[config.mk]
export PLATFORM = sky130hd
export DESIGN_NAME = btc_top
export DESIGN_NICKNAME = d
export VERILOG_FILES = /design/src/shared/btc_pkg.sv /design/src/logic/btc_top.sv /design/src/logic/btc_prescaler.sv /design/src/logic/btc_basic_counter.sv
export VERILOG_INCLUDE_DIRS = /design/src /design/src/shared
export SDC_FILE = /design/constraint.sdc
export NUM_CORES = 1
export LEC_CHECK = 0
export BUFFER_PORTS_ARGS = -buffer_cell sky130_fd_sc_hd__buf_2
export CORE_MARGIN = 4
export CORE_UTILIZATION = 48
export DETAILED_ROUTE_END_ITERATION = 6
export HOLD_SLACK_MARGIN = 0.02
export PLACE_DENSITY = 0.8
export SYNTH_ARGS = -nofsm -noshare
export SYNTH_HDL_FRONTEND = slang
export SYNTH_HIERARCHICAL = 1
export SYNTH_SLANG_ARGS = --single-unit
export TNS_END_PERCENT = 5
[constraint.sdc]
create_clock -name clk_i -period 2.1 [get_ports clk_i]
set_input_delay 0.105 -clock clk_i [delete_from_list [all_inputs] [get_ports clk_i]]
set_output_delay 0.105 -clock clk_i [all_outputs]
set_load 0.02 [all_outputs]
[src/shared/btc_consts.svh]
`ifndef BTC_CONSTS_SVH
`define BTC_CONSTS_SVH

// Register indices; the byte address on the bus is four times the index.
`define BTC_IDX_W          10
`define BTC_IDX_WDT        10'h0D3
`define BTC_IDX_CPU        10'h0D4
`define BTC_IDX_CNT        10'h0FD

// Watchdog and basic timer control fields.
`define BTC_WDT_CODE_MSB   7
`define BTC_WDT_CODE_LSB   4
`define BTC_BT_SEL_MSB     3
`define BTC_BT_SEL_LSB     2
`define BTC_CNT_CLR_BIT    1
`define BTC_DIV_CLR_BIT    0
`define BTC_WDT_OFF_CODE   4'hA
`define BTC_WDT_CODE_RST   4'h0
`define BTC_BT_SEL_RST     2'h0

// CPU clock control fields.
`define BTC_WAKE_DIS_BIT   7
`define BTC_CPU_SEL_MSB    4
`define BTC_CPU_SEL_LSB    3
`define BTC_WAKE_DIS_RST   1'h0
`define BTC_CPU_SEL_RST    2'h0

// Divider widths and tap widths (a tap of n bits divides by two to the n).
`define BTC_BT_PRE_W       12
`define BTC_BT_TAP_1024    10
`define BTC_BT_TAP_128     7
`define BTC_BT_TAP_16      4
`define BTC_CPU_PRE_W      4
`define BTC_CPU_TAP_8      3
`define BTC_CPU_TAP_2      1
`define BTC_CNT_W          8

`endif

[src/shared/btc_pkg.sv]
`default_nettype none
package btc_pkg;

  typedef enum logic [1:0] {
    BTC_BT_DIV4096 = 2'b00,
    BTC_BT_DIV1024 = 2'b01,
    BTC_BT_DIV128  = 2'b10,
    BTC_BT_DIV16   = 2'b11
  } btc_bt_sel_e;

  typedef enum logic [1:0] {
    BTC_CPU_DIV16 = 2'b00,
    BTC_CPU_DIV8  = 2'b01,
    BTC_CPU_DIV2  = 2'b10,
    BTC_CPU_DIV1  = 2'b11
  } btc_cpu_sel_e;

  typedef logic [7:0] btc_byte_t;

endpackage
`default_nettype wire

[src/logic/btc_top.sv]
// What this block does
// - Code 1010 in bits 7-4 disables watchdog
// - Bits 3-2 pick timer clock /4096../16
// - Writing one to bit 1 clears counter
// - Counter clear bit returns to zero itself
// - Writing one to bit 0 clears dividers
// - Divider clear bit never reads as one
// - All dividers run from main clock
// - Bits 4-3 pick CPU clock /16../1
// - Reset selects slowest CPU clock, /16
// - Bit 7 set blocks interrupt wake-up
// - Unused clock bits do not affect clocking
//
// Local design decision: register access over Wishbone.
`timescale 1ns/1ns
`default_nettype none
`include "btc_consts.svh"
module btc_top #(
  parameter int ADR_W = 12
) (
  input  wire logic                  clk_i,
  input  wire logic                  rst_i,
  input  wire logic                  cyc_i,
  input  wire logic                  stb_i,
  input  wire logic                  we_i,
  input  wire logic [ADR_W-1:0]      adr_i,
  input  wire logic [3:0]            sel_i,
  input  wire logic [31:0]           dat_i,
  output logic      [31:0]           dat_o,
  output logic                       ack_o,
  input  wire logic                  irq_pending_i,
  output logic                       wake_o,
  output logic                       wdt_reset_o,
  output logic                       cpu_tick_o,
  output btc_pkg::btc_cpu_sel_e      cpu_clk_sel_o
);
  import btc_pkg::*;

  logic [3:0]                  wdt_code_r;
  btc_bt_sel_e                 bt_sel_r;
  logic                        wake_dis_r;
  btc_cpu_sel_e                cpu_sel_r;
  logic                        ack_r;
  logic [31:0]                 dat_r;
  logic                        cpu_tick_r;
  logic                        cpu_tick_nxt;
  logic                        wake_r;
  logic                        wdt_rst_r;
  logic                        bt_tick;
  logic                        wdt_en;
  logic                        wr_commit;
  logic                        hit_wdt;
  logic                        hit_cpu;
  logic                        hit_cnt;
  logic                        cnt_clr;
  logic                        div_clr;
  logic                        bt_ovf;
  btc_byte_t                   rd_byte;
  logic [`BTC_IDX_W-1:0]       idx;
  logic [`BTC_BT_PRE_W-1:0]    bt_pre;
  logic [`BTC_CPU_PRE_W-1:0]   cpu_pre;
  logic [`BTC_CNT_W-1:0]       bt_cnt;

  // Wishbone slave: ack one cycle after the request, dropped the cycle after.
  // Writes take effect on the edge where the master sees ack.
  assign idx       = adr_i[`BTC_IDX_W+1:2];
  assign hit_wdt   = (idx == `BTC_IDX_WDT);
  assign hit_cpu   = (idx == `BTC_IDX_CPU);
  assign hit_cnt   = (idx == `BTC_IDX_CNT);
  assign wr_commit = cyc_i && stb_i && we_i && ack_r && sel_i[0];
  assign cnt_clr   = wr_commit && hit_wdt && dat_i[`BTC_CNT_CLR_BIT];
  assign div_clr   = wr_commit && hit_wdt && dat_i[`BTC_DIV_CLR_BIT];

  always_ff @(posedge clk_i) begin
    if (rst_i) begin
      ack_r <= 1'b0;
    end else begin
      ack_r <= cyc_i && stb_i && !ack_r;
    end
  end

  // Unmapped indices answer with ack and zero data so the master never hangs.
  always_comb begin
    rd_byte = 8'h00;
    if (hit_wdt) begin
      // The two clear strobes are not stored, so they always read zero.
      rd_byte[`BTC_WDT_CODE_MSB:`BTC_WDT_CODE_LSB] = wdt_code_r;
      rd_byte[`BTC_BT_SEL_MSB:`BTC_BT_SEL_LSB]     = bt_sel_r;
    end else if (hit_cpu) begin
      rd_byte[`BTC_WAKE_DIS_BIT]                   = wake_dis_r;
      rd_byte[`BTC_CPU_SEL_MSB:`BTC_CPU_SEL_LSB]   = cpu_sel_r;
    end else if (hit_cnt) begin
      rd_byte = bt_cnt;
    end
  end

  always_ff @(posedge clk_i) begin
    if (rst_i) begin
      dat_r <= 32'h0000_0000;
    end else if (cyc_i && stb_i && !we_i && !ack_r) begin
      dat_r <= {24'h00_0000, rd_byte};
    end
  end

  always_ff @(posedge clk_i) begin
    if (rst_i) begin
      wdt_code_r <= `BTC_WDT_CODE_RST;
      bt_sel_r   <= btc_bt_sel_e'(`BTC_BT_SEL_RST);
    end else if (wr_commit && hit_wdt) begin
      wdt_code_r <= dat_i[`BTC_WDT_CODE_MSB:`BTC_WDT_CODE_LSB];
      bt_sel_r   <= btc_bt_sel_e'(dat_i[`BTC_BT_SEL_MSB:`BTC_BT_SEL_LSB]);
    end
  end

  // Only bits 7 and 4-3 are stored; writes to the other bits are dropped.
  always_ff @(posedge clk_i) begin
    if (rst_i) begin
      wake_dis_r <= `BTC_WAKE_DIS_RST;
      cpu_sel_r  <= btc_cpu_sel_e'(`BTC_CPU_SEL_RST);
    end else if (wr_commit && hit_cpu) begin
      wake_dis_r <= dat_i[`BTC_WAKE_DIS_BIT];
      cpu_sel_r  <= btc_cpu_sel_e'(dat_i[`BTC_CPU_SEL_MSB:`BTC_CPU_SEL_LSB]);
    end
  end

  // Both dividers count the main clock directly; there is no other source.
  btc_prescaler #(
    .W (`BTC_BT_PRE_W)
  ) u_bt_pre (
    .clk_i (clk_i),
    .rst_i (rst_i),
    .clr_i (div_clr),
    .cnt_o (bt_pre)
  );

  btc_prescaler #(
    .W (`BTC_CPU_PRE_W)
  ) u_cpu_pre (
    .clk_i (clk_i),
    .rst_i (rst_i),
    .clr_i (div_clr),
    .cnt_o (cpu_pre)
  );

  always_comb begin
    case (bt_sel_r)
      BTC_BT_DIV4096: bt_tick = &bt_pre;
      BTC_BT_DIV1024: bt_tick = &bt_pre[`BTC_BT_TAP_1024-1:0];
      BTC_BT_DIV128:  bt_tick = &bt_pre[`BTC_BT_TAP_128-1:0];
      default:        bt_tick = &bt_pre[`BTC_BT_TAP_16-1:0];
    endcase
  end

  always_comb begin
    case (cpu_sel_r)
      BTC_CPU_DIV16: cpu_tick_nxt = &cpu_pre;
      BTC_CPU_DIV8:  cpu_tick_nxt = &cpu_pre[`BTC_CPU_TAP_8-1:0];
      BTC_CPU_DIV2:  cpu_tick_nxt = &cpu_pre[`BTC_CPU_TAP_2-1:0];
      default:       cpu_tick_nxt = 1'b1;
    endcase
  end

  always_ff @(posedge clk_i) begin
    if (rst_i) begin
      cpu_tick_r <= 1'b0;
    end else begin
      cpu_tick_r <= cpu_tick_nxt;
    end
  end

  btc_basic_counter #(
    .W (`BTC_CNT_W)
  ) u_bt_cnt (
    .clk_i (clk_i),
    .rst_i (rst_i),
    .clr_i (cnt_clr),
    .inc_i (bt_tick),
    .cnt_o (bt_cnt),
    .ovf_o (bt_ovf)
  );

  assign wdt_en = (wdt_code_r != `BTC_WDT_OFF_CODE);

  // The reset pulse is registered so that it is glitch free at the reset tree.
  always_ff @(posedge clk_i) begin
    if (rst_i) begin
      wdt_rst_r <= 1'b0;
    end else begin
      wdt_rst_r <= bt_ovf && wdt_en;
    end
  end

  // Pending interrupt comes from logic on this clock, so it is not synchronised.
  always_ff @(posedge clk_i) begin
    if (rst_i) begin
      wake_r <= 1'b0;
    end else begin
      wake_r <= irq_pending_i && !wake_dis_r;
    end
  end

  assign ack_o         = ack_r;
  assign dat_o         = dat_r;
  assign wake_o        = wake_r;
  assign wdt_reset_o   = wdt_rst_r;
  assign cpu_tick_o    = cpu_tick_r;
  assign cpu_clk_sel_o = cpu_sel_r;
endmodule // btc_top
`default_nettype wire

[src/logic/btc_prescaler.sv]
`timescale 1ns/1ns
`default_nettype none
// Free-running divider of the main clock; taps are read by the parent.
module btc_prescaler #(
  parameter int W = 12
) (
  input  wire logic         clk_i,
  input  wire logic         rst_i,
  input  wire logic         clr_i,
  output logic [W-1:0]      cnt_o
);
  always_ff @(posedge clk_i) begin
    if (rst_i || clr_i) begin
      cnt_o <= '0;
    end else begin
      cnt_o <= cnt_o + W'(1);
    end
  end
endmodule // btc_prescaler
`default_nettype wire

[src/logic/btc_basic_counter.sv]
`timescale 1ns/1ns
`default_nettype none
// Up-counter with clear priority; overflow is a one-cycle pulse on the wrap.
module btc_basic_counter #(
  parameter int W = 8
) (
  input  wire logic         clk_i,
  input  wire logic         rst_i,
  input  wire logic         clr_i,
  input  wire logic         inc_i,
  output logic [W-1:0]      cnt_o,
  output logic              ovf_o
);
  always_ff @(posedge clk_i) begin
    if (rst_i || clr_i) begin
      cnt_o <= '0;
    end else if (inc_i) begin
      cnt_o <= cnt_o + W'(1);
    end
  end

  always_ff @(posedge clk_i) begin
    if (rst_i || clr_i) begin
      ovf_o <= 1'b0;
    end else begin
      ovf_o <= inc_i && (&cnt_o);
    end
  end
endmodule // btc_basic_counter
`default_nettype wire

==> results of run 1 <==
-- how the worst min path moves through the flow --
stage / from / end / slack [ns] / cells after the start
floorplan: rst_i / u_cpu_pre/cnt_o[0] / 0.18 / 1
global placement: irq_pending_i / wake_o / 0.37 / 2
detailed placement: dat_i[5] / wdt_code_r[1] / 0.38 / 3
CTS: irq_pending_i / wake_o / 0.06 / 2
global route: irq_pending_i / wake_o / 0.06 / 2
finish: irq_pending_i / wake_o / 0.06 / 2
-- per-stage QoR --
step	instances	total power [mW]	hold slack (ns)	worst slack, ns	instance area [um^2]
2_1_floorplan	271	1.04	0.176	0.311	2350
3_3_place_gp	333	1.05	0.372	0.293	2420
3_5_place_dp	333	1.05	0.381	0.256	2420
4_1_cts	341	1.70	0.0573	0.235	2530
5_1_grt	341	1.75	0.0552	0.0994	2530
6_report	341	1.68	0.0621	0.213	2530
-- metal layers --
metal,global-route usage [%],part of all wire (%),vias up
li1,-,-,927
met1,21.0,44,841
met3,2.93,8.0,5
met5,0,0,-
met2,25.3,47,63
met4,5.98,1.3,0
-- cell families (layout without fill, tap and decap cells) --
family                   Yosys count  in the layout  share of synthesized area [%]
AND/OR/NAND/NOR                  100            100                           27.3
flip-flops                        46             46                           40.6
other                              1             24                          0.165
buffers and inverters             36             54                           10.5
multiplexers                       9              9                           4.19
AO/OA/AOI/OAI                     45             45                           12.5
XOR/XNOR                           8              8                           3.09
adder cells (fa/ha/maj)            3              3                           1.65
-- power breakdown --
| part | total, mW | internal (mW) | switching, mW |
|---|---|---|---|
| combinational | 0.135 | 0.0441 | 0.0910 |
| sequential | 0.896 | 0.883 | 0.0127 |
| clock | 0.653 | 0.355 | 0.297 |
| total | 1.68 | 1.28 | 0.401 |
-- cell type report --
cell class | count | area [um^2] | share of cell area [%]
Multi-Input combinational cell | 189 | 1200 | 47.3
Sequential cell | 46 | 921 | 36.4
Timing Repair Buffer | 42 | 220 | 8.71
Clock buffer | 6 | 72.6 | 2.87
Tap cell | 52 | 65.1 | 2.57
Clock inverter | 2 | 37.5 | 1.49
Inverter | 4 | 15.0 | 0.594
-- registers in the layout, summed over array words and instances, names as in the netlist --
name             cells
wdt_code_r           4
bt_sel_r             2
u_cpu_pre/cnt_o      4
u_bt_cnt/cnt_o       8
wake_dis_r           1
ack_o                1
wdt_reset_o          1
wake_o               1
cpu_tick_o           1
u_bt_pre/cnt_o      12
u_bt_cnt/ovf_o       1
dat_o                8
cpu_clk_sel_o        2
-- cell usage in the layout, fill, tap and decap left out, types with 3 or more instances in the layout --
cell type,instances
buf_4,4
or3_1,8
mux2i_1,8
dfxtp_1,46
nand2_1,12
o21ai_0,14
nand2b_1,13
a32oi_1,3
nor2_1,16
xnor2_1,3
a21oi_1,12
nand3_1,14
inv_1,4
nor3b_1,3
ha_1,3
a22oi_1,3
xor2_1,5
nand4b_1,3
conb_1,24
a22o_1,6
clkbuf_8,5
buf_2,38
nor3_1,6
nand4_1,5
and3_1,4
==> impl_metrics.prom, run 1 <==
# TYPE chip_impl_metric gauge
chip_impl_info{name="run_status",value="finished clean"} 1
chip_impl_metric{name="clk-insertion-delay-late",unit="ns"} 0.30
chip_impl_metric{name="synth_seq_cells",unit=""} 46
chip_impl_metric{name="cp.depth",unit=""} 8
chip_impl_metric{name="post_detailed_placement_half_perimeter_wirelength",unit="um"} 3550
chip_impl_metric{name="cts_hold_buffers",unit=""} 0
chip_impl_info{name="worstReg2RegEnd",value="u_bt_cnt/cnt_o[7]"} 1
chip_impl_metric{name="die-area",unit="um^2"} 5890
chip_impl_metric{name="r2r_cells",unit=""} 8
chip_impl_metric{name="tritoncts.num_buffers",unit=""} 5
chip_impl_metric{name="ctsLongestPathBuffers",unit=""} 2
chip_impl_info{name="synth.largest_area_cell",value="dfxtp_1"} 1
chip_impl_metric{name="finalWorstPathRequiredPeriod",unit="ns"} 1.89
chip_impl_metric{name="worst_clock_skew",unit="ns"} 0.00972
chip_impl_metric{name="cts_resized",unit=""} 0
chip_impl_metric{name="dieWidth",unit="um"} 76.7
chip_impl_metric{name="critical_path_peak_fanout",unit=""} 6
chip_impl_metric{name="ir_drop",unit="uV"} 390
chip_impl_metric{name="io-pin-count",unit=""} 92
chip_impl_metric{name="route.detailed.drc",unit=""} 0
chip_impl_metric{name="post_synth.cell_area_avg",unit="um^2"} 9.15
chip_impl_metric{name="synth.lib_cells_used.distinct",unit=""} 43
chip_impl_metric{name="viasPerCell",unit=""} 5.38
chip_impl_metric{name="report.final.setup_viol",unit=""} 0
chip_impl_metric{name="drt_first_pass_iters",unit=""} 4
chip_impl_info{name="synthFlopType",value="dfxtp_1"} 1
chip_impl_metric{name="period_share",unit="%"} 89.8
chip_impl_metric{name="detailroute.via_count",unit=""} 1836
chip_impl_metric{name="placementRows",unit=""} 24
chip_impl_metric{name="cts.sinks",unit=""} 46
chip_impl_info{name="critPathLaunchType",value="register"} 1
chip_impl_metric{name="drive_above_1_share",unit="%"} 20.1
chip_impl_metric{name="drt-initial-drc-count",unit=""} 175
chip_impl_metric{name="area_growth",unit="%"} 11.4
chip_impl_info{name="timing.critical_path.cells",value="nand3_1 -> nor2_1 -> a41oi_1 -> nor3_1 -> buf_4 -> nand4_2 -> or3_1 -> a21oi_1"} 1
chip_impl_metric{name="synth_enable_flop_cells",unit=""} 0
chip_impl_metric{name="groute.usage.overall",unit="%"} 15.8
chip_impl_metric{name="max-cap-violations",unit=""} 0
chip_impl_metric{name="register_to_register_path_setup_slack",unit="ns"} 0.21
chip_impl_info{name="clk_root_buffer_cell",value="clkbuf_8"} 1
chip_impl_metric{name="drt-total-wl",unit="um"} 4720
chip_impl_metric{name="placeableCoreArea",unit="um^2"} 4470
chip_impl_metric{name="synth.yosys.seq_area_share",unit="%"} 40.6
chip_impl_metric{name="tns",unit="ns"} 0
chip_impl_metric{name="yosysWarnings",unit=""} 6
chip_impl_info{name="synth.cells.most_frequent",value="dfxtp_1, buf_4, nor2_1"} 1
chip_impl_info{name="clock_tree_from_tritoncts",value="built"} 1
chip_impl_info{name="worst_setup_path_end_kind",value="register"} 1
chip_impl_metric{name="timing.critical_path.buf_inv",unit=""} 1
chip_impl_metric{name="synth.top_cell.area_share",unit="%"} 40.6
chip_impl_info{name="class_of_the_most_critical_hold_timing_path",value="in -> reg"} 1
chip_impl_info{name="grt_setup_unrepaired",value="false"} 1
chip_impl_info{name="worstSetupEndpoint",value="u_bt_cnt/cnt_o[7]"} 1
chip_impl_metric{name="port_buffers",unit=""} 38
chip_impl_metric{name="die_y",unit="um"} 76.7
chip_impl_info{name="yosys.cell_count.top_type",value="dfxtp_1"} 1
chip_impl_metric{name="crit_arrival",unit="ns"} 2.12
chip_impl_metric{name="clk_slew_on_worst_s_h_paths",unit="ns"} 0.09
chip_impl_metric{name="synthArstFlopShare",unit="%"} 0
chip_impl_metric{name="grt_max_degree",unit=""} 32
chip_impl_metric{name="grt_antenna_before_repair",unit=""} 0
chip_impl_metric{name="h-tree-depth",unit=""} 2
chip_impl_info{name="post_synth_main_area_contributors",value="dfxtp_1, buf_4, nand2b_1, mux2i_1, nand3_1"} 1
chip_impl_metric{name="ant_nets",unit=""} 0
chip_impl_metric{name="leakage_power",unit="nW"} 1.01
chip_impl_metric{name="cp.required",unit="ns"} 2.33
chip_impl_metric{name="grt_pass1_wl",unit="um"} 7710
chip_impl_info{name="cpMaxStageDelayCell",value="dfxtp_1"} 1
chip_impl_metric{name="synthesis.instances",unit=""} 248
chip_impl_metric{name="final_core_util",unit="%"} 56.5
chip_impl_metric{name="cts_setup_buffers",unit=""} 0
chip_impl_metric{name="wl_per_cell",unit="um"} 13.8
chip_impl_metric{name="antenna_cells_inserted",unit=""} 0
chip_impl_info{name="critPathTopFamily",value="simple AND/OR/NAND/NOR gates"} 1
chip_impl_metric{name="first_global_vias",unit=""} 1672
chip_impl_metric{name="nets",unit=""} 345
chip_impl_info{name="timing.rr.start",value="u_bt_pre/cnt_o[4]"} 1
chip_impl_metric{name="synthesis.area",unit="um^2"} 2270
chip_impl_metric{name="report.final.hold_viol_count",unit=""} 0
chip_impl_metric{name="initial_core_util",unit="%"} 50.7
chip_impl_info{name="critPathLaunch",value="u_bt_pre/cnt_o[4]"} 1
chip_impl_metric{name="gp_routability_congestion",unit=""} 0.860
chip_impl_metric{name="drv_slew",unit=""} 0
chip_impl_metric{name="power_density",unit="nW/um^2"} 666
chip_impl_metric{name="achievable-frequency",unit="GHz"} 0.530
chip_impl_metric{name="slowest_stage_delay_cp",unit="ns"} 0.43
chip_impl_metric{name="grt_overflow",unit=""} 0
chip_impl_info{name="crit_type",value="reg -> reg"} 1
chip_impl_metric{name="layout.filler_cells",unit=""} 417
Note: power is estimated with default switching activity, not from simulation.
==> run 2, diff against run 1 <==
--- a/config.mk
+++ b/config.mk
@@ -6,14 +6,15 @@
 export SDC_FILE = /design/constraint.sdc
 export NUM_CORES = 1
 export LEC_CHECK = 0
+export ABC_AREA = 1
 export BUFFER_PORTS_ARGS = -buffer_cell sky130_fd_sc_hd__buf_2
 export CORE_MARGIN = 4
-export CORE_UTILIZATION = 48
+export CORE_UTILIZATION = 52
 export DETAILED_ROUTE_END_ITERATION = 6
 export HOLD_SLACK_MARGIN = 0.02
-export PLACE_DENSITY = 0.8
+export PLACE_DENSITY = 0.85
 export SYNTH_ARGS = -nofsm -noshare
 export SYNTH_HDL_FRONTEND = slang
 export SYNTH_HIERARCHICAL = 1
 export SYNTH_SLANG_ARGS = --single-unit
-export TNS_END_PERCENT = 5
+export TNS_END_PERCENT = 30
==> constraint.sdc (replaced) <==
create_clock -name clk_i -period 2.4 [get_ports clk_i]
set_input_delay 0.12 -clock clk_i [delete_from_list [all_inputs] [get_ports clk_i]]
set_output_delay 0.12 -clock clk_i [all_outputs]
set_load 0.02 [all_outputs]
==> run 2 against run 1 <==
Effect of this change: register-to-register slack better by 0.50 ns; utilization up 3.3 points; worst setup slack better by 0.50 ns; clock skew about the same; first-iteration DRC count down 15%; die area down 5.2%; routed wire length about the same; total power down 11%; global-route usage up 1.8 points; sequential share of layout area down 0.81 points; count of clock-buffer cells in the layout down 1.
==> impl_metrics.prom, run 2 <==
# TYPE chip_impl_metric gauge
chip_impl_info{name="run_status",value="finished clean"} 1
chip_impl_metric{name="synthArstFlopShare",unit="%"} 0
chip_impl_metric{name="groute.usage.overall",unit="%"} 17.6
chip_impl_info{name="hold-path-endpoint",value="wake_o"} 1
chip_impl_info{name="grt_setup_unrepaired",value="false"} 1
chip_impl_metric{name="grt_pass1_wl",unit="um"} 7710
chip_impl_metric{name="synth.lib_cells_used.distinct",unit=""} 28
chip_impl_metric{name="yosysWarnings",unit=""} 6
chip_impl_metric{name="report.final.hold_viol_count",unit=""} 0
chip_impl_metric{name="detailroute.via_count",unit=""} 2077
chip_impl_metric{name="worst_clock_skew",unit="ns"} 0.00971
chip_impl_metric{name="sequential_cell_area",unit="um^2"} 921
chip_impl_metric{name="synthesis.area",unit="um^2"} 2310
chip_impl_metric{name="finalWorstPathRequiredPeriod",unit="ns"} 1.69
chip_impl_metric{name="period_share",unit="%"} 70.4
chip_impl_info{name="worst_setup_path_end_kind",value="register"} 1
chip_impl_metric{name="drt_first_pass_iters",unit=""} 4
chip_impl_metric{name="cts_resized",unit=""} 0
chip_impl_metric{name="tritoncts.num_buffers",unit=""} 5
chip_impl_metric{name="wl_per_cell",unit="um"} 11.2
chip_impl_metric{name="max-cap-violations",unit=""} 0
chip_impl_metric{name="placeableCoreArea",unit="um^2"} 4320
chip_impl_metric{name="grt_overflow",unit=""} 0
chip_impl_metric{name="largest_register_ffs",unit=""} 12
chip_impl_metric{name="total_power",unit="mW"} 1.50
chip_impl_info{name="synth.largest_area_cell",value="dfxtp_1"} 1
chip_impl_metric{name="drv_slew",unit=""} 0
chip_impl_metric{name="dieWidth",unit="um"} 74.7
chip_impl_info{name="worstReg2RegEnd",value="u_bt_pre/cnt_o[3]"} 1
chip_impl_metric{name="cts.sinks",unit=""} 46
chip_impl_metric{name="crit_arrival",unit="ns"} 1.89
chip_impl_metric{name="clk-insertion-delay-late",unit="ns"} 0.31
chip_impl_metric{name="viasPerCell",unit=""} 4.93
chip_impl_info{name="critPathLaunchType",value="register"} 1
chip_impl_info{name="critPathLaunch",value="ack_o"} 1
chip_impl_metric{name="tns",unit="ns"} 0
chip_impl_metric{name="drive_above_1_share",unit="%"} 18.2
chip_impl_metric{name="fin_hold_ws",unit="ns"} 0.0301
chip_impl_metric{name="die-area",unit="um^2"} 5580
chip_impl_info{name="hold_start",value="irq_pending_i"} 1
chip_impl_metric{name="first_global_vias",unit=""} 1848
chip_impl_info{name="synth.cells.most_frequent",value="nor2_1, nand2_1, dfxtp_1"} 1
chip_impl_info{name="synthFlopType",value="dfxtp_1"} 1
chip_impl_metric{name="report.final.setup_viol",unit=""} 0
chip_impl_metric{name="post_detailed_placement_half_perimeter_wirelength",unit="um"} 3540
chip_impl_info{name="yosys.cell_count.top_type",value="nor2_1"} 1
chip_impl_metric{name="synth_enable_flop_cells",unit=""} 0
chip_impl_info{name="clk_root_buffer_cell",value="clkbuf_8"} 1
chip_impl_metric{name="hold_depth",unit=""} 3
chip_impl_metric{name="ctsLongestPathBuffers",unit=""} 2
chip_impl_metric{name="numPlacedInstances",unit=""} 413
chip_impl_metric{name="synthesis.instances",unit=""} 325
chip_impl_metric{name="cp.required",unit="ns"} 2.60
chip_impl_metric{name="post_synth.cell_area_avg",unit="um^2"} 7.12
chip_impl_metric{name="grt_antenna_before_repair",unit=""} 0
chip_impl_metric{name="route.detailed.drc",unit=""} 0
chip_impl_info{name="post_synth_main_area_contributors",value="dfxtp_1, nor2_1, nand2_1, buf_4, a21oi_1"} 1
chip_impl_metric{name="leakage_power",unit="nW"} 1.17
chip_impl_info{name="clock_tree_from_tritoncts",value="built"} 1
chip_impl_metric{name="layout.filler_cells",unit=""} 415
chip_impl_info{name="crit_type",value="reg -> reg"} 1
chip_impl_metric{name="critical_path_peak_fanout",unit=""} 10
chip_impl_metric{name="synth.top_cell.area_share",unit="%"} 39.8
chip_impl_metric{name="ir_drop",unit="uV"} 433
chip_impl_metric{name="worst_setup_margin",unit="ns"} 0.710
chip_impl_metric{name="synth.yosys.seq_area_share",unit="%"} 39.8
chip_impl_metric{name="synth_seq_cells",unit=""} 46
chip_impl_metric{name="power_density",unit="nW/um^2"} 581
chip_impl_metric{name="die_y",unit="um"} 74.7
chip_impl_metric{name="ant_nets",unit=""} 0
chip_impl_metric{name="drt-total-wl",unit="um"} 4720
chip_impl_metric{name="clk_slew_on_worst_s_h_paths",unit="ns"} 0.09
chip_impl_metric{name="antenna_cells_inserted",unit=""} 0
chip_impl_info{name="class_of_the_most_critical_hold_timing_path",value="in -> reg"} 1
chip_impl_metric{name="area_growth",unit="%"} 11.7
chip_impl_metric{name="r2r_cells",unit=""} 8
chip_impl_metric{name="cts_hold_buffers",unit=""} 0
chip_impl_metric{name="placementRows",unit=""} 24
chip_impl_metric{name="place_ws",unit="ns"} 0.621
chip_impl_metric{name="achievable-frequency",unit="GHz"} 0.592
chip_impl_metric{name="register_to_register_path_setup_slack",unit="ns"} 0.71
chip_impl_metric{name="nets",unit=""} 425
chip_impl_metric{name="port_buffers",unit=""} 38
chip_impl_metric{name="gp_routability_congestion",unit=""} 0.863
chip_impl_info{name="largest_register",value="u_bt_pre/cnt_o"} 1
chip_impl_metric{name="initial_core_util",unit="%"} 53.5
chip_impl_metric{name="drt-initial-drc-count",unit=""} 148
chip_impl_metric{name="finalNonFillerCells",unit=""} 421
chip_impl_info{name="layout_commonest_cell",value="nor2_1"} 1
chip_impl_metric{name="cts_setup_buffers",unit=""} 0
chip_impl_metric{name="grt_max_degree",unit=""} 17
chip_impl_info{name="most-common-layout-cells",value="nor2_1, nand2_1, dfxtp_1"} 1
chip_impl_metric{name="io-pin-count",unit=""} 92
chip_impl_metric{name="multi_input_logic_area",unit="um^2"} 1140
chip_impl_info{name="timing.rr.start",value="ack_o"} 1
chip_impl_metric{name="h-tree-depth",unit=""} 2
-- run 2: kinds of logic after synthesis --
family                     share of synthesized area [%]
and+or+nand+nor                                     31.8
buffers and inverters                               14.5
AOI/OAI and AO/OA                                   11.0
DFF                                                 39.8
xor gates and xnor gates                            1.14
adders and majority gates                           1.62
other                                              0.162
-- run 2: power by group --
group          internal [mW]  switching (mW)  leakage (nW)
Clock                  0.310           0.268        0.0504
Sequential             0.777          0.0118         0.373
Combinational         0.0401          0.0963         0.751
Total                   1.13           0.376          1.17
-- run 2: layout make-up --
type                    instances  share of cell area [%]
clock buffers                   5                    2.66
well taps                      52                    2.52
flip-flops and latches         46                    35.6
repair buffers                 40                    7.94
multi-input cells             239                    44.3
inverters                      36                    5.23
clock inverters                 3                    1.74
-- run 2: layer usage --
layer	vias to the layer above	GRT usage [%]	share of wire, %
met5	-	0	0
li1	1089	-	-
met3	7	3.20	6.6
met2	71	30.6	48
met4	0	6.32	1.3
met1	910	21.7	44
-- run 2: critical path, stage by stage (launching register included) --
cell	delay (ns)
dfxtp_1	0.37
nand4_1	0.21
nor2_4	0.29
inv_2	0.10
nor2_1	0.16
nor2_2	0.10
inv_1	0.19
a21oi_1	0.06
o21a_1	0.10
-- run 2: worst max path at each step --
| stage | to | depth (start not counted) |
|---|---|---|
| after CTS | u_bt_pre/cnt_o[3] | 8 |
| after floorplan | u_bt_cnt/cnt_o[5] | 9 |
| after global placement | u_bt_pre/cnt_o[3] | 12 |
| after detailed placement | u_bt_pre/cnt_o[3] | 12 |
| final | u_bt_pre/cnt_o[3] | 8 |
| after global routing | u_bt_pre/cnt_o[3] | 8 |
-- run 2: through the flow --
| stage | util, % | cell area, um^2 |
|---|---|---|
| after global routing | 59.8 | 2580 |
| after global placement | 57.1 | 2470 |
| after detailed placement | 57.1 | 2470 |
| after floorplan | - | 2400 |
| after CTS | 59.8 | 2580 |
| final | 59.8 | 2580 |
